<file path="config.mk">
export PLATFORM = sky130hd
export DESIGN_NAME = wgs_top
export DESIGN_NICKNAME = d
export VERILOG_FILES = /design/src/logic/wgs_pkg.sv /design/src/logic/wgs_top.sv
export SDC_FILE = /design/constraint.sdc
export NUM_CORES = 1
export LEC_CHECK = 0
export CORE_MARGIN = 2
export CORE_UTILIZATION = 35
export CTS_CLUSTER_DIAMETER = 200
export DETAILED_ROUTE_END_ITERATION = 12
export DONT_BUFFER_PORTS = 1
export SYNTH_ARGS = -nofsm -noshare
export SYNTH_HDL_FRONTEND = slang
export SYNTH_SLANG_ARGS = --single-unit
</file>
<file path="constraint.sdc">
create_clock -name ref_clk_in -period 5.6 [get_ports ref_clk_in]
set_input_delay 0.84 -clock ref_clk_in [delete_from_list [all_inputs] [get_ports ref_clk_in]]
set_output_delay 0.84 -clock ref_clk_in [all_outputs]
set_load 0.02 [all_outputs]
</file>
<file path="src/logic/wgs_pkg.sv">
package wgs_pkg;

  // Register byte offsets on the APB bus
  localparam logic [7:0] OFS_CONTROL_MAIN  = 8'h00;
  localparam logic [7:0] OFS_OUTPUT_INVERT = 8'h04;
  localparam logic [7:0] OFS_SHUTDOWN_CTRL = 8'h08;
  localparam logic [7:0] OFS_SHUTDOWN_SRC  = 8'h0C;
  localparam logic [7:0] OFS_RISE_DEAD     = 8'h10;
  localparam logic [7:0] OFS_FALL_DEAD     = 8'h14;
  localparam logic [7:0] OFS_FLAG_FOUR     = 8'h18;

  // waveform_control_main fields
  localparam int CTL_EN_POS   = 7;
  localparam int CTL_LD_POS   = 6;
  localparam int CTL_MODE_LSB = 0;
  localparam logic [7:0] CTL_RESET = 8'h00;

  // waveform_output_invert fields
  localparam int INV_IN_POS = 5;
  localparam logic [3:0] INV_RESET = 4'h0;

  // shutdown_control_reg fields
  localparam int SDC_SHUTDOWN_POS = 7;
  localparam int SDC_RESTART_POS  = 6;
  localparam int SDC_LSBD_LSB     = 4;
  localparam int SDC_LSAC_LSB     = 2;
  localparam logic [1:0] LEVEL_RESET = 2'h1;

  // shutdown_source_reg: bit 0 pin select, 1 comparator one, 2 comparator two, 3 logic cell two
  localparam int SRC_COUNT = 4;
  localparam logic [3:0] SRC_RESET = 4'h0;

  // peripheral_flag_reg_four: waveform_irq_flag position
  localparam int FLAG_POS = 0;

  localparam int DEAD_W = 6;
  localparam logic [5:0] DEAD_RESET = 6'h00;

  // Override codes
  localparam logic [1:0] OVR_ONE      = 2'h3;
  localparam logic [1:0] OVR_ZERO     = 2'h2;
  localparam logic [1:0] OVR_TRISTATE = 2'h1;
  localparam logic [1:0] OVR_INACTIVE = 2'h0;

  typedef enum logic [2:0] {
    WGS_MODE_STEER_ASYNC = 3'b000,
    WGS_MODE_STEER_SYNC  = 3'b001,
    WGS_MODE_FULL_FWD    = 3'b010,
    WGS_MODE_FULL_REV    = 3'b011,
    WGS_MODE_HALF        = 3'b100,
    WGS_MODE_PUSH_PULL   = 3'b101,
    WGS_MODE_RSVD_6      = 3'b110,
    WGS_MODE_RSVD_7      = 3'b111
  } wgs_mode_t;

  typedef struct packed {
    logic        psel;
    logic        penable;
    logic        pwrite;
    logic [7:0]  paddr;
    logic [31:0] pwdata;
  } wgs_apb_req_t;

  // Active-low external shutdown sources
  typedef struct packed {
    logic logic_cell_two_out_n;
    logic comparator_two_out_n;
    logic comparator_one_out_n;
    logic pin_select_input_n;
  } wgs_sources_t;

endpackage

</file>
<file path="src/logic/wgs_top.sv">
// Decided for this implementation: the register offsets and register access over APB.
`timescale 1ns/100ps
// Operation
// - Software set of shutdown forces overrides immediately
// - No auto-restart: shutdown holds while bit set
// - Auto-restart clears software shutdown; resume on rise
// - Enabled active-low sources force overrides at once
// - Sources: comparators one, two, cell two, pin
// - Level sensed; only disabling ends active source; here a source going inactive also ends it
// - Separate two-bit overrides for B/D and A/C
// - Codes: one, zero, tri-state, inactive level
// - Every shutdown event sets the interrupt flag
// - No restart until shutdown cause has gone
// - Software clears bit; resume on data rise
// - Software clear ignored while condition present
// - Auto-restart: hardware clears bit when conditions gone
// - Keeps running in sleep on its clock
// - Load bit moves dead counts after fall-rise
// - Load set refused unless already enabled
// - Enable bit 7, three-bit mode encoding
// - Input level readable at bit 5
// - Bits 3..0 invert outputs D, C, B, A
// - Dead band may stretch one extra clock
module wgs_top (
  // Clock and reset
  input  wire logic                 ref_clk_in,
  input  wire logic                 nrst_in,
  // APB slave
  input  wire wgs_pkg::wgs_apb_req_t apb_req_in,
  output logic                      apb_pready_out,
  output logic                      apb_pslverr_out,
  output logic [31:0]               apb_prdata_out,
  // Waveform input and shutdown sources
  input  wire logic                 data_in,
  input  wire wgs_pkg::wgs_sources_t sources_in,
  // Outputs: bit 0 = A .. bit 3 = D
  output logic [3:0]                drive_out,
  output logic [3:0]                drive_oe_n_out,
  output logic                      waveform_irq_flag_out,
  output logic                      dead_load_out
);

  // Register state
  logic                      en_reg;
  logic                      ld_reg;
  wgs_pkg::wgs_mode_t        mode_reg;
  logic [3:0]                invert_reg;
  logic                      shutdown_reg;
  logic                      restart_en_reg;
  logic [1:0]                level_bd_reg;
  logic [1:0]                level_ac_reg;
  logic [3:0]                src_en_reg;
  logic [5:0]                rise_cnt_reg;
  logic [5:0]                fall_cnt_reg;
  logic [5:0]                rise_buf_reg;
  logic [5:0]                fall_buf_reg;
  logic                      flag_reg;
  logic                      hold_reg;
  logic                      data_prev_reg;
  logic                      fall_seen_reg;
  logic [5:0]                dead_reg;
  logic                      phase_reg;

  logic                      wr_en;
  logic                      rd_en;
  logic                      addr_hit;
  logic [7:0]                wbyte;
  logic [3:0]                src_active;
  logic                      ext_active;
  logic                      shutdown_next;
  logic                      data_rise;
  logic                      data_fall;
  logic                      overridden;
  logic [5:0]                dead_target;
  logic                      dead_done;
  logic [3:0]                raw_wave;

  // APB decode; zero wait state
  assign wr_en = apb_req_in.psel & apb_req_in.penable & apb_req_in.pwrite;
  assign rd_en = apb_req_in.psel & apb_req_in.penable & ~apb_req_in.pwrite;
  assign wbyte = apb_req_in.pwdata[7:0];

  always_comb begin
    addr_hit = 1'b1;
    unique case (apb_req_in.paddr)
      wgs_pkg::OFS_CONTROL_MAIN,
      wgs_pkg::OFS_OUTPUT_INVERT,
      wgs_pkg::OFS_SHUTDOWN_CTRL,
      wgs_pkg::OFS_SHUTDOWN_SRC,
      wgs_pkg::OFS_RISE_DEAD,
      wgs_pkg::OFS_FALL_DEAD,
      wgs_pkg::OFS_FLAG_FOUR: addr_hit = 1'b1;
      default:                addr_hit = 1'b0;
    endcase
  end

  assign apb_pready_out  = apb_req_in.psel & apb_req_in.penable;
  assign apb_pslverr_out = apb_req_in.psel & apb_req_in.penable & ~addr_hit;

  always_comb begin
    apb_prdata_out = 32'h0000_0000;
    if (rd_en) begin
      unique case (apb_req_in.paddr)
        wgs_pkg::OFS_CONTROL_MAIN:
          apb_prdata_out[7:0] = {en_reg, ld_reg, 3'h0, mode_reg};
        wgs_pkg::OFS_OUTPUT_INVERT:
          apb_prdata_out[7:0] = {2'h0, data_in, 1'b0, invert_reg};
        wgs_pkg::OFS_SHUTDOWN_CTRL:
          apb_prdata_out[7:0] = {shutdown_reg, restart_en_reg, level_bd_reg, level_ac_reg, 2'h0};
        wgs_pkg::OFS_SHUTDOWN_SRC:
          apb_prdata_out[7:0] = {4'h0, src_en_reg};
        wgs_pkg::OFS_RISE_DEAD:
          apb_prdata_out[7:0] = {2'h0, rise_cnt_reg};
        wgs_pkg::OFS_FALL_DEAD:
          apb_prdata_out[7:0] = {2'h0, fall_cnt_reg};
        wgs_pkg::OFS_FLAG_FOUR:
          apb_prdata_out[7:0] = {7'h00, flag_reg};
        default:
          apb_prdata_out = 32'h0000_0000;
      endcase
    end
  end

  // Shutdown sources, active low, each gated by its own enable
  assign src_active = ~{sources_in.logic_cell_two_out_n, sources_in.comparator_two_out_n,
                        sources_in.comparator_one_out_n, sources_in.pin_select_input_n};
  assign ext_active = |(src_active & src_en_reg);

  assign data_rise = data_in & ~data_prev_reg;
  assign data_fall = ~data_in & data_prev_reg;

  // Status bit: a live condition wins over any clear
  always_comb begin
    shutdown_next = shutdown_reg;
    if (wr_en && apb_req_in.paddr == wgs_pkg::OFS_SHUTDOWN_CTRL) begin
      if (wbyte[wgs_pkg::SDC_SHUTDOWN_POS]) begin
        shutdown_next = 1'b1;
      end else if (!ext_active) begin
        shutdown_next = 1'b0;
      end
    end else if (restart_en_reg && !ext_active) begin
      shutdown_next = 1'b0;
    end
    if (ext_active) begin
      shutdown_next = 1'b1;
    end
  end

  always_ff @(posedge ref_clk_in or negedge nrst_in) begin
    if (!nrst_in) begin
      shutdown_reg <= 1'b0;
    end else begin
      shutdown_reg <= shutdown_next;
    end
  end

  // Shutdown control fields
  always_ff @(posedge ref_clk_in or negedge nrst_in) begin
    if (!nrst_in) begin
      restart_en_reg <= 1'b0;
      level_bd_reg   <= wgs_pkg::LEVEL_RESET;
      level_ac_reg   <= wgs_pkg::LEVEL_RESET;
    end else if (wr_en && apb_req_in.paddr == wgs_pkg::OFS_SHUTDOWN_CTRL) begin
      restart_en_reg <= wbyte[wgs_pkg::SDC_RESTART_POS];
      level_bd_reg   <= wbyte[wgs_pkg::SDC_LSBD_LSB +: 2];
      level_ac_reg   <= wbyte[wgs_pkg::SDC_LSAC_LSB +: 2];
    end
  end

  always_ff @(posedge ref_clk_in or negedge nrst_in) begin
    if (!nrst_in) begin
      src_en_reg <= wgs_pkg::SRC_RESET;
    end else if (wr_en && apb_req_in.paddr == wgs_pkg::OFS_SHUTDOWN_SRC) begin
      src_en_reg <= wbyte[wgs_pkg::SRC_COUNT-1:0];
    end
  end

  // Outputs stay overridden until the first data rise after the bit clears.
  // Starts in the held state so the overrides apply from reset.
  always_ff @(posedge ref_clk_in or negedge nrst_in) begin
    if (!nrst_in) begin
      hold_reg <= 1'b1;
    end else if (shutdown_next) begin
      hold_reg <= 1'b1;
    end else if (data_rise) begin
      hold_reg <= 1'b0;
    end
  end

  // Interrupt flag: write one to clear, a new event wins
  always_ff @(posedge ref_clk_in or negedge nrst_in) begin
    if (!nrst_in) begin
      flag_reg <= 1'b0;
    end else if (shutdown_next && !shutdown_reg) begin
      flag_reg <= 1'b1;
    end else if (wr_en && apb_req_in.paddr == wgs_pkg::OFS_FLAG_FOUR && wbyte[wgs_pkg::FLAG_POS]) begin
      flag_reg <= 1'b0;
    end
  end

  assign waveform_irq_flag_out = flag_reg;

  // Main control
  always_ff @(posedge ref_clk_in or negedge nrst_in) begin
    if (!nrst_in) begin
      en_reg   <= wgs_pkg::CTL_RESET[wgs_pkg::CTL_EN_POS];
      mode_reg <= wgs_pkg::WGS_MODE_STEER_ASYNC;
    end else if (wr_en && apb_req_in.paddr == wgs_pkg::OFS_CONTROL_MAIN) begin
      en_reg   <= wbyte[wgs_pkg::CTL_EN_POS];
      mode_reg <= wgs_pkg::wgs_mode_t'(wbyte[wgs_pkg::CTL_MODE_LSB +: 3]);
    end
  end

  always_ff @(posedge ref_clk_in or negedge nrst_in) begin
    if (!nrst_in) begin
      invert_reg <= wgs_pkg::INV_RESET;
    end else if (wr_en && apb_req_in.paddr == wgs_pkg::OFS_OUTPUT_INVERT) begin
      invert_reg <= wbyte[3:0];
    end
  end

  // Load request: a set only counts if the module was already enabled
  always_ff @(posedge ref_clk_in or negedge nrst_in) begin
    if (!nrst_in) begin
      ld_reg        <= 1'b0;
      fall_seen_reg <= 1'b0;
    end else if (wr_en && apb_req_in.paddr == wgs_pkg::OFS_CONTROL_MAIN
                 && wbyte[wgs_pkg::CTL_LD_POS] && en_reg && !ld_reg) begin
      ld_reg        <= 1'b1;
      fall_seen_reg <= 1'b0;
    end else if (ld_reg && !en_reg) begin
      ld_reg        <= 1'b0;
      fall_seen_reg <= 1'b0;
    end else if (ld_reg && fall_seen_reg && data_rise) begin
      ld_reg        <= 1'b0;
      fall_seen_reg <= 1'b0;
    end else if (ld_reg && data_fall) begin
      fall_seen_reg <= 1'b1;
    end
  end

  assign dead_load_out = ld_reg & fall_seen_reg & data_rise;

  // Dead-band counts and their working buffers
  always_ff @(posedge ref_clk_in or negedge nrst_in) begin
    if (!nrst_in) begin
      rise_cnt_reg <= wgs_pkg::DEAD_RESET;
      fall_cnt_reg <= wgs_pkg::DEAD_RESET;
    end else if (wr_en && apb_req_in.paddr == wgs_pkg::OFS_RISE_DEAD) begin
      rise_cnt_reg <= wbyte[5:0];
    end else if (wr_en && apb_req_in.paddr == wgs_pkg::OFS_FALL_DEAD) begin
      fall_cnt_reg <= wbyte[5:0];
    end
  end

  // While disabled the buffers follow the counts directly
  always_ff @(posedge ref_clk_in or negedge nrst_in) begin
    if (!nrst_in) begin
      rise_buf_reg <= wgs_pkg::DEAD_RESET;
      fall_buf_reg <= wgs_pkg::DEAD_RESET;
    end else if (!en_reg || dead_load_out) begin
      rise_buf_reg <= rise_cnt_reg;
      fall_buf_reg <= fall_cnt_reg;
    end
  end

  // Edge tracking and push-pull phase
  always_ff @(posedge ref_clk_in or negedge nrst_in) begin
    if (!nrst_in) begin
      data_prev_reg <= 1'b0;
      phase_reg     <= 1'b0;
    end else begin
      data_prev_reg <= data_in;
      if (data_rise) begin
        phase_reg <= ~phase_reg;
      end
    end
  end

  // Dead band restarts on each data edge; since the data input is only
  // seen at the clock the band may run one period longer than programmed.
  assign dead_target = data_in ? rise_buf_reg : fall_buf_reg;
  assign dead_done   = (dead_reg >= dead_target) && !(data_rise || data_fall);

  always_ff @(posedge ref_clk_in or negedge nrst_in) begin
    if (!nrst_in) begin
      dead_reg <= wgs_pkg::DEAD_RESET;
    end else if (data_rise || data_fall) begin
      dead_reg <= 6'h01;
    end else if (dead_reg < dead_target) begin
      dead_reg <= dead_reg + 6'h01;
    end
  end

  // Waveform before polarity, bit 0 = A
  always_comb begin
    raw_wave = 4'h0;
    unique case (mode_reg)
      wgs_pkg::WGS_MODE_STEER_ASYNC,
      wgs_pkg::WGS_MODE_STEER_SYNC: raw_wave = {4{data_in}};
      wgs_pkg::WGS_MODE_FULL_FWD:   raw_wave = {data_in, 1'b0, 1'b0, 1'b1};
      wgs_pkg::WGS_MODE_FULL_REV:   raw_wave = {1'b0, 1'b1, data_in, 1'b0};
      wgs_pkg::WGS_MODE_HALF:       raw_wave = {2'h0, ~data_in & dead_done, data_in & dead_done};
      wgs_pkg::WGS_MODE_PUSH_PULL:  raw_wave = {2'h0, data_in & ~phase_reg, data_in & phase_reg};
      wgs_pkg::WGS_MODE_RSVD_6,
      wgs_pkg::WGS_MODE_RSVD_7:     raw_wave = 4'h0;
    endcase
  end

  // Overrides act straight from the source pins, no clock in the path
  assign overridden = hold_reg | ext_active;

  // Pure logic on the one clock, so it runs in sleep whenever that clock does
  always_comb begin
    logic [1:0] code;
    code           = 2'h0;
    drive_out      = 4'h0;
    drive_oe_n_out = 4'h0;
    for (int i = 0; i < 4; i++) begin
      code = (i % 2 == 1) ? level_bd_reg : level_ac_reg;
      if (overridden) begin
        unique case (code)
          wgs_pkg::OVR_ONE:      drive_out[i] = 1'b1;
          wgs_pkg::OVR_ZERO:     drive_out[i] = 1'b0;
          wgs_pkg::OVR_TRISTATE: drive_oe_n_out[i] = 1'b1;
          wgs_pkg::OVR_INACTIVE: drive_out[i] = invert_reg[i];
        endcase
      end else if (!en_reg) begin
        drive_out[i] = invert_reg[i];
      end else begin
        drive_out[i] = raw_wave[i] ^ invert_reg[i];
      end
    end
  end

  // Checks
  a_sw_set_forces: assert property (@(posedge ref_clk_in) disable iff (!nrst_in)
    (wr_en && apb_req_in.paddr == wgs_pkg::OFS_SHUTDOWN_CTRL && wbyte[wgs_pkg::SDC_SHUTDOWN_POS])
    |=> (shutdown_reg && hold_reg))
    else $error("software shutdown not entered");
  a_hold_persists: assert property (@(posedge ref_clk_in) disable iff (!nrst_in)
    shutdown_reg |-> overridden)
    else $error("outputs not overridden while shutdown set");
  a_auto_clears: assert property (@(posedge ref_clk_in) disable iff (!nrst_in)
    (shutdown_reg && restart_en_reg && !ext_active && !wr_en) |=> !shutdown_reg)
    else $error("auto-restart did not clear shutdown");
  a_ext_immediate: assert property (@(posedge ref_clk_in) disable iff (!nrst_in)
    ext_active |-> (overridden ##1 shutdown_reg))
    else $error("external source did not force shutdown");
  a_level_persist: assert property (@(posedge ref_clk_in) disable iff (!nrst_in)
    (ext_active && $stable(src_en_reg)) |=> shutdown_reg)
    else $error("shutdown cleared with source active");
  a_irq_on_event: assert property (@(posedge ref_clk_in) disable iff (!nrst_in)
    $rose(shutdown_reg) |-> flag_reg)
    else $error("shutdown event without flag");
  a_resume_on_rise: assert property (@(posedge ref_clk_in) disable iff (!nrst_in)
    $fell(hold_reg) |-> ($past(data_in) && !$past(data_prev_reg) && !shutdown_reg))
    else $error("resume without data rise");
  a_ld_needs_en: assert property (@(posedge ref_clk_in) disable iff (!nrst_in)
    $rose(ld_reg) |-> $past(en_reg))
    else $error("load accepted while disabled");
  a_ld_transfer: assert property (@(posedge ref_clk_in) disable iff (!nrst_in)
    dead_load_out |=> (!ld_reg && rise_buf_reg == $past(rise_cnt_reg)))
    else $error("load did not transfer counts");
  a_reserved_idle: assert property (@(posedge ref_clk_in) disable iff (!nrst_in)
    (mode_reg[2:1] == 2'b11 && en_reg && !overridden) |-> (drive_out == invert_reg))
    else $error("reserved mode drove active level");
  a_polarity: assert property (@(posedge ref_clk_in) disable iff (!nrst_in)
    (en_reg && !overridden) |-> ((drive_out ^ invert_reg) == raw_wave))
    else $error("polarity not applied");

endmodule

</file>
==> summary.md, run 1 <==
| Metric | Value |
|---|---|
| Design Area, Final | `around 3600 µm²` |
| Most instantiated library cell after synthesis | `dfrtp_1` |
| Total gr overflow | `0` |
| Top Family by Delay on Critical Path | `compound AO/OA/AOI/OAI gates` |
| Max-slew violation count | `0` |
| Post-CTS sizing | `0` |
| Most common cell on crit path | `o21a_1` |
| Synthesized area per cell | `10.4 µm²` |
| # Post-CTS Setup Buffers | `0` |
| Commonest cells in the netlist | `51 x dfrtp_1, 39 x mux2_2, 27 x buf_4` |
| Routed wire per std cell | `16.6 µm` |
| Area of the core | `roughly 9700 µm²` |
| WP data arrival | `2.77 ns` |
| Prevailing post-synth register cell | `dfrtp_1` |
| Worst slew margin | `0.463` |
| Cell Area, Synth | `around 3500 µm²` |
| Initial antenna violation count | `0` |
| Worst path required time | `approximately 4.8 ns` |
| Die outline width | `around 100 µm` |
| Max Fanout on Critical Path | `18` |
| Pre-antenna DRT Iters | `4` |
| Worst path cell trace | `mux2i_1 -> ha_1 -> a21oi_1 -> o21a_1 -> o21a_1 -> nor4_1 -> o31ai_1` |
| Dominant cell type by area after synthesis | `dfrtp_1` |
| Min cycle time layout | `between 3 and 4 ns` |
| P&R area growth vs syn | `2.81%` |
| Slowest-stage cell, CP | `o31ai_1` |
| Worst path bufs/invs | `0` |
| CTS max path bufs | `2` |
| Initial core utilization | `0.359` |
| Nets | `392` |
| Vias in the first global route | `2492` |
| Gpl congestion | `slightly above 0.8` |
| Worst-Margin Slew | `0.798 ns` |
| CTS Root Buffer Type | `clkbuf_8` |
| Pleak | `about 1.6 nW` |
| # setup viols final | `0` |
| Reg clk slew, reported paths | `0.10 ns` |
| Largest net degree at the start of global routing | `55` |
| Die area | `roughly 11000 µm²` |
| Clock Skews | `about 0.009 ns` |
| GRT Total Usage | `0.147` |
| Final setup margin | `1.99 ns` |
| Critical path class | `in -> out` |
| CTS sink count | `54` |
| Max VDD drop | `around 0.11 mV` |
| Port bufs | `0` |
| Final Power | `0.768 mW` |
| Cells after Synth | `333` |
| Status | `completed` |
| Worst Hold Class | `in -> async` |
| # hold bufs at CTS | `0` |
| Share of cells above drive strength 1 | `0.201` |
| Die height | `about 100 µm` |
| Unrepaired setup endpoints after global routing | `false` |
| Synth unique cells | `60` |
| Drt drc | `0` |
| Final Hold Fails | `0` |
| Synth top area share | `0.368` |
| Post-DP Area | `3480 µm²` |
| Hold_ws | `between 0.2 and 0.25 ns` |
| H-tree lvl count | `2` |
| Setup WS pre-CTS | `1.95 ns` |
| Num CTS Buffers | `5` |
| Area contributors post-synth | `dfrtp_1 37%, mux2_2 13%, buf_4 5.8%` |
| Synthesis warning total | `0` |
| Synthesis-stage register bit count | `54` |
| IO Count | `between 90 and 100` |
| First-pass GRT wire length | `12700 µm` |
| Critical Path End Type | `output port` |
| Post-synth EDFFs | `0` |
| Setup Total Neg Slack | `0 ns` |
| Worst skew pair latency | `0.31 ns` |
| DP HPWL | `around 5900 µm` |
| CTS tree | `yes` |
| Drt total wl | `7670 µm` |
| Seq/Total Area, Yosys | `0.390` |
| Fmax | `0.277 GHz` |
| Max stage delay on crit path | `0.66 ns` |
| Max-cap viol count | `0` |
| Initial DRC Count | `about 120` |
| Total number of vias | `about 2400` |
| Rows | `36` |
| Final Cycle Share | `0.644` |
| Critical path launch point type | `input pin` |
| Fraction of registers with async set/reset | `1.00` |
| Pwr dens | `215 nW/µm²` |
| Antenna cells | `0` |
| DR vias/cell | `5.31` |
| DRT antenna net count | `0` |
-- layer usage --
metal	track usage	vias to the layer above	share of wire
li1	-	1141	-
met1	0.198	1212	0.47
met2	0.236	84	0.46
met3	0.0239	10	0.051
met4	0.0569	0	0.019
met5	0	-	0
-- where the power goes --
group,internal (mW),switching [mW],total (mW)
combinational,0.0465,0.0748,0.121
clock,0.0895,0.132,0.221
sequential,0.407,0.0188,0.426
total,0.543,0.225,0.768
-- layout by cell type, fill, tap and decap left out, types with 2 or more instances in the layout --
cell	instances
dfstp_2	3
o21ai_0	12
nor3_1	7
and2_1	12
a21oi_1	12
o31ai_1	3
nand2_2	2
nor2b_1	7
or3_1	2
nand3_1	11
nor2_1	14
conb_1	24
mux2i_1	8
xnor2_1	5
and3_1	2
nor4_1	2
clkbuf_8	5
a211oi_1	4
nand2b_1	7
nand2_1	14
o211ai_1	3
mux2_2	39
nor3_4	2
a221oi_1	2
o2bb2ai_1	2
inv_1	13
ha_1	15
nand4_1	6
a22o_1	2
o21a_1	2
dfrtp_1	51
a22oi_1	6
-- worst paths after layout --
| check | startpoint | cells past startpoint | endpoint | slack [ns] |
|---|---|---|---|---|
| worst max-delay path | data_in | 7 | drive_out[1] | 1.99 |
| max in group asynchronous | nrst_in | 0 | hold_reg | 5.18 |
| worst max register to register | rise_buf_reg[1] | 7 | dead_reg[1] | 3.68 |
| worst min-delay path | nrst_in | 0 | rise_buf_reg[5] | 0.21 |
| worst min register to register | shutdown_reg | 1 | waveform_irq_flag_out | 0.49 |
| min in group ref_clk_in | shutdown_reg | 1 | waveform_irq_flag_out | 0.49 |
-- stage by stage --
stage,util,cells
6_report,0.369,461
5_1_grt,0.369,461
4_1_cts,0.369,461
3_5_place_dp,0.360,453
3_3_place_gp,0.360,453
2_1_floorplan,-,356
-- layout make-up --
type / instances / area (µm²)
clock buffer: 6 / 72.6
multi-input combinational: 253 / 1910
tap: 133 / 166
sequential: 54 / 1360
clock inverter: 2 / 13.8
inverter: 13 / 48.8
fill: 970 / 6110
-- kinds of logic (layout without fill, tap and decap cells) --
family	count (synthesis)	after routing	share of synthesized area
compound gates	61	61	0.124
xor+xnor	6	6	0.0151
fa+ha+maj	15	15	0.0541
buf+inv	49	21	0.0836
flops	54	54	0.390
mux	48	48	0.156
other cells	1	24	0.00108
simple gates	99	99	0.176
Note: power is estimated with default switching activity, not from simulation.
==> inputs of run 2 (changes only) <==
==> constraint.sdc (replaced) <==
create_clock -name ref_clk_in -period 3.5 [get_ports ref_clk_in]
set_input_delay 0.525 -clock ref_clk_in [delete_from_list [all_inputs] [get_ports ref_clk_in]]
set_output_delay 0.525 -clock ref_clk_in [all_outputs]
set_load 0.02 [all_outputs]
==> run 2 against run 1 <==
  * Core utilization is 0.45 points higher
  * Critical path depth grew 1
  * Sequential power is 60% higher
  * Routed wire length up 2.2%
  * Global-route usage is 0.26 points higher
  * Combinational power is 74% higher
  * Design area is 1.2% higher
  * Non-clock buffer count is 4 higher
  * Clock skew shrank 0.00066 ns
  * Register-to-register slack lost 2.1 ns
==> summary.md, run 2 (synthesized netlist as in run 1, its figures left out) <==
| Metric | Value |
|---|---|
| Area of the core | `9680 µm² (unchanged)` |
| Critical path class | `reg -> out (was in -> out)` |
| Port bufs | `0 (unchanged)` |
| IO Count | `94 (unchanged)` |
| Post-CTS sizing | `0 (unchanged)` |
| Slowest-stage cell, CP | `dfrtp_1 (was o31ai_1)` |
| Max stage delay on crit path | `0.38 ns (was 0.66 ns)` |
| CTS max path bufs | `2 (unchanged)` |
| Logic gate share of total power | `0.171 (was 0.158)` |
| Pwr dens | `341 nW/µm² (was 215 nW/µm²)` |
| Status | `completed (unchanged)` |
| Antenna cells | `0 (unchanged)` |
| Worst slew margin | `0.569 (was 0.463)` |
| Max-cap viol count | `0 (unchanged)` |
| Total number of vias | `2453 (was 2447)` |
| Switching part of the total power | `0.294 (was 0.293)` |
| Critical Path End Type | `output port (unchanged)` |
| DR vias/cell | `5.29 (was 5.31)` |
| Nets | `396 (was 392)` |
| H-tree lvl count | `2 (unchanged)` |
| Worst skew pair latency | `0.31 ns (about the same)` |
| P&R area growth vs syn | `4.07% (was 2.81%)` |
| Drt total wl | `7840 µm (was 7670 µm)` |
| Initial DRC Count | `154 (was 121)` |
| Fmax | `0.348 GHz` |
| Min cycle time layout | `2.87 ns` |
| Vias in the first global route | `2431 (was 2492)` |
| # hold bufs at CTS | `1 (was 0)` |
| Total gr overflow | `0 (unchanged)` |
| Clk network pwr share | `0.276 (was 0.288)` |
| Max VDD drop | `0.160 mV (was 0.105 mV)` |
| Fill count | `980 (was 970)` |
| Clock Skews | `0.00855 ns (was 0.00921 ns)` |
| Largest net degree at the start of global routing | `52 (was 55)` |
| Pleak | `1.60 nW (was 1.58 nW)` |
| Final Hold Fails | `0 (unchanged)` |
| Final core occ | `0.373 (was 0.369)` |
| Total net switching power | `0.363 mW (was 0.225 mW)` |
| WP data arrival | `2.34 ns (was 2.77 ns)` |
| Worst path required time | `2.97 ns (was 4.76 ns)` |
| Hold_ws | `0.0452 ns (was 0.207 ns)` |
| Gpl congestion | `0.788 (was 0.819)` |
| Max Fanout on Critical Path | `7 (was 18)` |
| Worst path bufs/invs | `1 (was 0)` |
| Die area | `10700 µm² (unchanged)` |
| GRT Total Usage | `0.149 (was 0.147)` |
| Share of cells above drive strength 1 | `0.208 (was 0.201)` |
| CTS sink count | `54 (unchanged)` |
| Rows | `36 (unchanged)` |
| Initial antenna violation count | `0 (unchanged)` |
| Initial core utilization | `0.359 (unchanged)` |
| Drt drc | `0 (unchanged)` |
| Final Cycle Share | `0.820` |
| Internal power | `0.870 mW (was 0.543 mW)` |
| Sequential share of power | `0.553 (was 0.554)` |
| Most common cell after layout, fill and taps aside | `dfrtp_1 (unchanged)` |
| Max-slew violation count | `0 (unchanged)` |
| Reg clk slew, reported paths | `0.09 ns (was 0.10 ns)` |
| DRT antenna net count | `0 (unchanged)` |
| Worst Hold Class | `in -> async (unchanged)` |
| # setup viols final | `0 (unchanged)` |
| Critical path launch point type | `flip-flop (was input pin)` |
| DP HPWL | `5960 µm (was 5890 µm)` |
| # Post-CTS Setup Buffers | `0 (unchanged)` |
| CTS Root Buffer Type | `clkbuf_8 (unchanged)` |
| Routed wire per std cell | `16.9 µm (was 16.6 µm)` |
| Most frequent cells in the layout | `51 x dfrtp_1, 39 x mux2_2, 24 x conb_1 (unchanged)` |
| Worst-Margin Slew | `0.642 ns (was 0.798 ns)` |
| Die height | `104 µm (unchanged)` |
| Setup Total Neg Slack | `0 ns (unchanged)` |
| CTS tree | `yes (unchanged)` |
| Num CTS Buffers | `5 (unchanged)` |
| Top Family by Delay on Critical Path | `compound AO/OA/AOI/OAI gates (unchanged)` |
| Worst path cell trace | `mux2i_1 -> ha_1 -> a21oi_1 -> o21a_1 -> o21ai_0 -> a211oi_1 -> o31ai_1 -> buf_4 (was mux2i_1 -> ha_1 -> a21oi_1 -> o21a_1 -> o21a_1 -> nor4_1 -> o31ai_1)` |
| Pre-antenna DRT Iters | `4 (unchanged)` |
| Die outline width | `104 µm (unchanged)` |
| Unrepaired setup endpoints after global routing | `false (unchanged)` |
| First-pass GRT wire length | `12800 µm (was 12700 µm)` |
[run 2: cell types whose count changed in the layout (fill, tap and decap cells not counted), sizes merged]
cell	delta
clkinv	-1
inv	-1
buf	+4
clkinvlp	+1
[run 2: final cells by class]
class / instances / area (µm²) / area share
Sequential cell: 54 / 1360 / 0.375
Clock inverter: 1 / 7.51 / 0.00208
Tap cell: 133 / 166 / 0.0461
Multi-Input combinational cell: 253 / 1910 / 0.529
Timing Repair Buffer: 4 / 50.0 / 0.0139
Clock buffer: 6 / 72.6 / 0.0201
Inverter: 13 / 48.8 / 0.0135
[run 2: power by group through the flow]
stage | Clock [mW] | Sequential (mW) | Combinational, mW
after detailed placement | 0 | 0.694 | 0.198
after global routing | 0.371 | 0.686 | 0.236
after floorplan | 0 | 0.683 | 0.194
final | 0.339 | 0.681 | 0.211
after global placement | 0 | 0.693 | 0.195
after CTS | 0.347 | 0.681 | 0.215
[run 2: path summary, 6_finish.rpt]
check / start / depth (start not counted) / slack [ns] / endpoint
hold reg to reg: shutdown_reg / 1 / 0.49 / waveform_irq_flag_out
setup reg to reg: rise_buf_reg[1] / 7 / 1.58 / dead_reg[1]
hold / removal: nrst_in / 0 / 0.05 / level_ac_reg[0]
min in group ref_clk_in: data_in / 0 / 0.25 / data_prev_reg
setup / recovery: rise_buf_reg[5] / 8 / 0.63 / drive_out[1]
max in group asynchronous: nrst_in / 1 / 3.21 / waveform_irq_flag_out
[run 2: metal layers]
metal  wire, µm  GRT usage
met5          0          0
met4        126     0.0541
met3        384     0.0233
met2       3700      0.246
met1       3630      0.198
[run 2: through the flow]
| stage | std cells | worst slack (ns) | total power [mW] | cell area, µm² |
|---|---|---|---|---|
| floorplan | 356 | 0.210 | 0.877 | 3560 |
| global placement | 456 | 0.747 | 0.888 | 3510 |
| detailed placement | 456 | 0.728 | 0.892 | 3510 |
| CTS | 464 | 0.578 | 1.24 | 3610 |
| global route | 464 | 0.452 | 1.29 | 3610 |
| finish | 464 | 0.630 | 1.23 | 3610 |
==> inputs of run 3 (changes only) <==
==> constraint.sdc (replaced) <==
create_clock -name ref_clk_in -period 2.4 [get_ports ref_clk_in]
set_input_delay 0.36 -clock ref_clk_in [delete_from_list [all_inputs] [get_ports ref_clk_in]]
set_output_delay 0.36 -clock ref_clk_in [all_outputs]
set_load 0.02 [all_outputs]
==> run 3 against run 2 <==
  * Core utilization is 2.2 points higher
  * Critical endpoint unchanged
  * Routed wire length is 0.83% lower
  * Largest power group unchanged
  * Design area is 6.0% higher
  * Setup slack worse by 0.77 ns
  * The run now ends with setup timing left
  * Cell count is 2.6% higher
==> summary.md, run 3 (synthesized netlist as in run 1, its figures left out) <==
| Metric | Value |
|---|---|
| Worst path cell trace | `mux2_4 -> ha_4 -> nand2b_4 -> a21oi_2 -> o21a_1 -> nor4_2 -> o31ai_2 -> buf_4 (was mux2i_1 -> ha_1 -> a21oi_1 -> o21a_1 -> o21ai_0 -> a211oi_1 -> o31ai_1 -> buf_4)` |
| Die area | `10700 µm² (unchanged)` |
| Final setup margin | `-0.140 ns (was 0.630 ns)` |
| CTS max path bufs | `2 (unchanged)` |
| Pre-antenna DRT Iters | `4 (unchanged)` |
| Vias in the first global route | `2396 (was 2431)` |
| Die outline width | `104 µm (unchanged)` |
| Clock Skews | `0.00400 ns (was 0.00855 ns)` |
| Max stage delay on crit path | `0.39 ns (was 0.38 ns)` |
| Nets | `407 (was 396)` |
| Total number of vias | `2492 (was 2453)` |
| Antenna cells | `0 (unchanged)` |
| CP Launch Point | `fall_buf_reg[0] (was rise_buf_reg[5])` |
| First-pass GRT wire length | `12500 µm (was 12800 µm)` |
| Fill count | `958 (was 980)` |
| Worst path required time | `2.04 ns (was 2.97 ns)` |
| Worst skew pair latency | `0.31 ns (about the same)` |
| Met3 usage | `0.0283 (was 0.0233)` |
| Final Cycle Share | `1.06` |
| Min-delay src | `data_in` |
| Max-slew violation count | `0 (unchanged)` |
| DP HPWL | `5980 µm (was 5960 µm)` |
| Worst slew margin | `0.630 (was 0.569)` |
| # setup viols final | `2 (was 0)` |
| Drt total wl | `7770 µm (was 7840 µm)` |
| Most common cell after layout, fill and taps aside | `dfrtp_1 (unchanged)` |
| Max Fanout on Critical Path | `2 (was 7)` |
| Gpl congestion | `0.857 (was 0.788)` |
| Met1 GRT Util | `0.193 (was 0.198)` |
| WP data arrival | `2.18 ns (was 2.34 ns)` |
| Setup WS pre-CTS | `0.133 ns (was 0.728 ns)` |
| Worst Hold Class | `in -> reg (was in -> async)` |
| Rows | `36 (unchanged)` |
| Critical path class | `reg -> out (unchanged)` |
| Area of the core | `9680 µm² (unchanged)` |
| IO Count | `94 (unchanged)` |
| Largest net degree at the start of global routing | `55 (was 52)` |
| P&R area growth vs syn | `10.3% (was 4.07%)` |
| GRT Total Usage | `0.143 (was 0.149)` |
| DR vias/cell | `5.24 (was 5.29)` |
| Critical path launch point type | `flip-flop (unchanged)` |
| Most frequent cells in the layout | `51 x dfrtp_1, 38 x mux2_2, 24 x conb_1 (was 51 x dfrtp_1, 39 x mux2_2, 24 x conb_1)` |
| R2R Path Start | `rise_buf_reg[2] (was rise_buf_reg[1])` |
| Max VDD drop | `0.224 mV (was 0.160 mV)` |
| Reg clk slew, reported paths | `0.10 ns (was 0.09 ns)` |
| CTS sink count | `54 (unchanged)` |
| Pleak | `1.69 nW (was 1.60 nW)` |
| Drt drc | `0 (unchanged)` |
| Initial antenna violation count | `0 (unchanged)` |
| DRT antenna net count | `0 (unchanged)` |
| Pwr dens | `520 nW/µm² (was 341 nW/µm²)` |
| Hold_ws | `0.0757 ns (was 0.0452 ns)` |
| Fmax | `0.394 GHz` |
| Setup Total Neg Slack | `-0.255 ns (was 0 ns)` |
| Violations in the final reports | `setup timing` |
| Met2 Usage GRT | `0.236 (was 0.246)` |
| Worst-Margin Slew | `0.554 ns (was 0.642 ns)` |
| Design Area, Final | `3830 µm² (was 3610 µm²)` |
| H-tree lvl count | `2 (unchanged)` |
| Routed wire per std cell | `16.3 µm (was 16.9 µm)` |
| Final Power | `1.99 mW (was 1.23 mW)` |
| Status | `finished with violations (was completed)` |
| Final Hold Fails | `0 (unchanged)` |
| GRT busiest layer | `met2 (unchanged)` |
| Initial DRC Count | `124 (was 154)` |
| Post-DP Area | `3590 µm² (was 3510 µm²)` |
| Min cycle time layout | `2.54 ns` |
| Die height | `104 µm (unchanged)` |
| Unrepaired setup endpoints after global routing | `true (was false)` |
| Port bufs | `0 (unchanged)` |
| Share of cells above drive strength 1 | `0.265 (was 0.208)` |
| CTS tree | `yes (unchanged)` |
| Num CTS Buffers | `5 (unchanged)` |
| CTS Root Buffer Type | `clkbuf_8 (unchanged)` |
| Initial core utilization | `0.359 (unchanged)` |
| Slowest-stage cell, CP | `dfrtp_1 (unchanged)` |
| Max-cap viol count | `0 (unchanged)` |
| Total gr overflow | `0 (unchanged)` |
| Critical Path End Type | `output port (unchanged)` |
## run 3: cell count changes in the layout (fill, tap and decap cells not counted), sizes merged
| cell | delta |
|---|---|
| clkbuf | -1 |
| bufinv | +1 |
| buf | +10 |
| inv | +1 |
| dlygate4sd3 | +1 |
## run 3: final timing paths
check | end | slack (ns) | cells after the start
worst max-delay path | drive_out[1] | -0.14 | 8
worst min-delay path | data_prev_reg | 0.08 | 0
worst max register to register | dead_reg[1] | 0.48 | 7
worst min register to register | waveform_irq_flag_out | 0.51 | 1
max in group asynchronous | hold_reg | 1.55 | 2
min in group asynchronous | rise_buf_reg[4] | 0.55 | 2
## run 3: where the power goes
part | switching [mW] | leakage [nW] | internal [mW]
Combinational | 0.208 | 0.913 | 0.146
Clock | 0.327 | 0.0563 | 0.318
Sequential | 0.0444 | 0.717 | 0.949
Total | 0.579 | 1.69 | 1.41
## run 3: worst max-delay path, delay by kind of cell, from the launching register on
| family | cells | cell delay [ns] |
|---|---|---|
| and+or+nand+nor | 2 | 0.40 |
| DFF | 1 | 0.39 |
| AOI/OAI and AO/OA | 3 | 0.36 |
| muxes | 1 | 0.29 |
| adders and majority gates | 1 | 0.26 |
| buffers and inverters | 1 | 0.16 |
## run 3: metrics by stage
step	util	std cells
6_report	0.395	476
5_1_grt	0.395	476
4_1_cts	0.391	475
3_5_place_dp	0.370	464
3_3_place_gp	0.370	464
2_1_floorplan	-	356
## run 3: cell type report
class / count / area (µm²) / share of cell area
Tap cell: 133 / 166 / 0.0435
Sequential cell: 54 / 1360 / 0.354
Inverter: 13 / 48.8 / 0.0127
Multi-Input combinational cell: 253 / 2010 / 0.524
Clock buffer: 5 / 68.8 / 0.0180
Clock inverter: 3 / 48.8 / 0.0127
Timing Repair Buffer: 15 / 135 / 0.0353
## run 3: metal layers
| layer | part of all wire | up-vias |
|---|---|---|
| met3 | 0.055 | 11 |
| li1 | - | 1173 |
| met2 | 0.46 | 96 |
| met4 | 0.016 | 0 |
| met5 | 0 | - |
| met1 | 0.47 | 1212 |
## run 3: repair_timing
action                                  4_1_cts  5_1_grt
gates cloned                                  0        0
endpoints found under the setup margin        4        4
buffers inserted                              1        1
pin swaps                                     6        7
endpoints found under the hold margin        54        0
hold buffers                                  2        0
gates resized for setup                       4        6
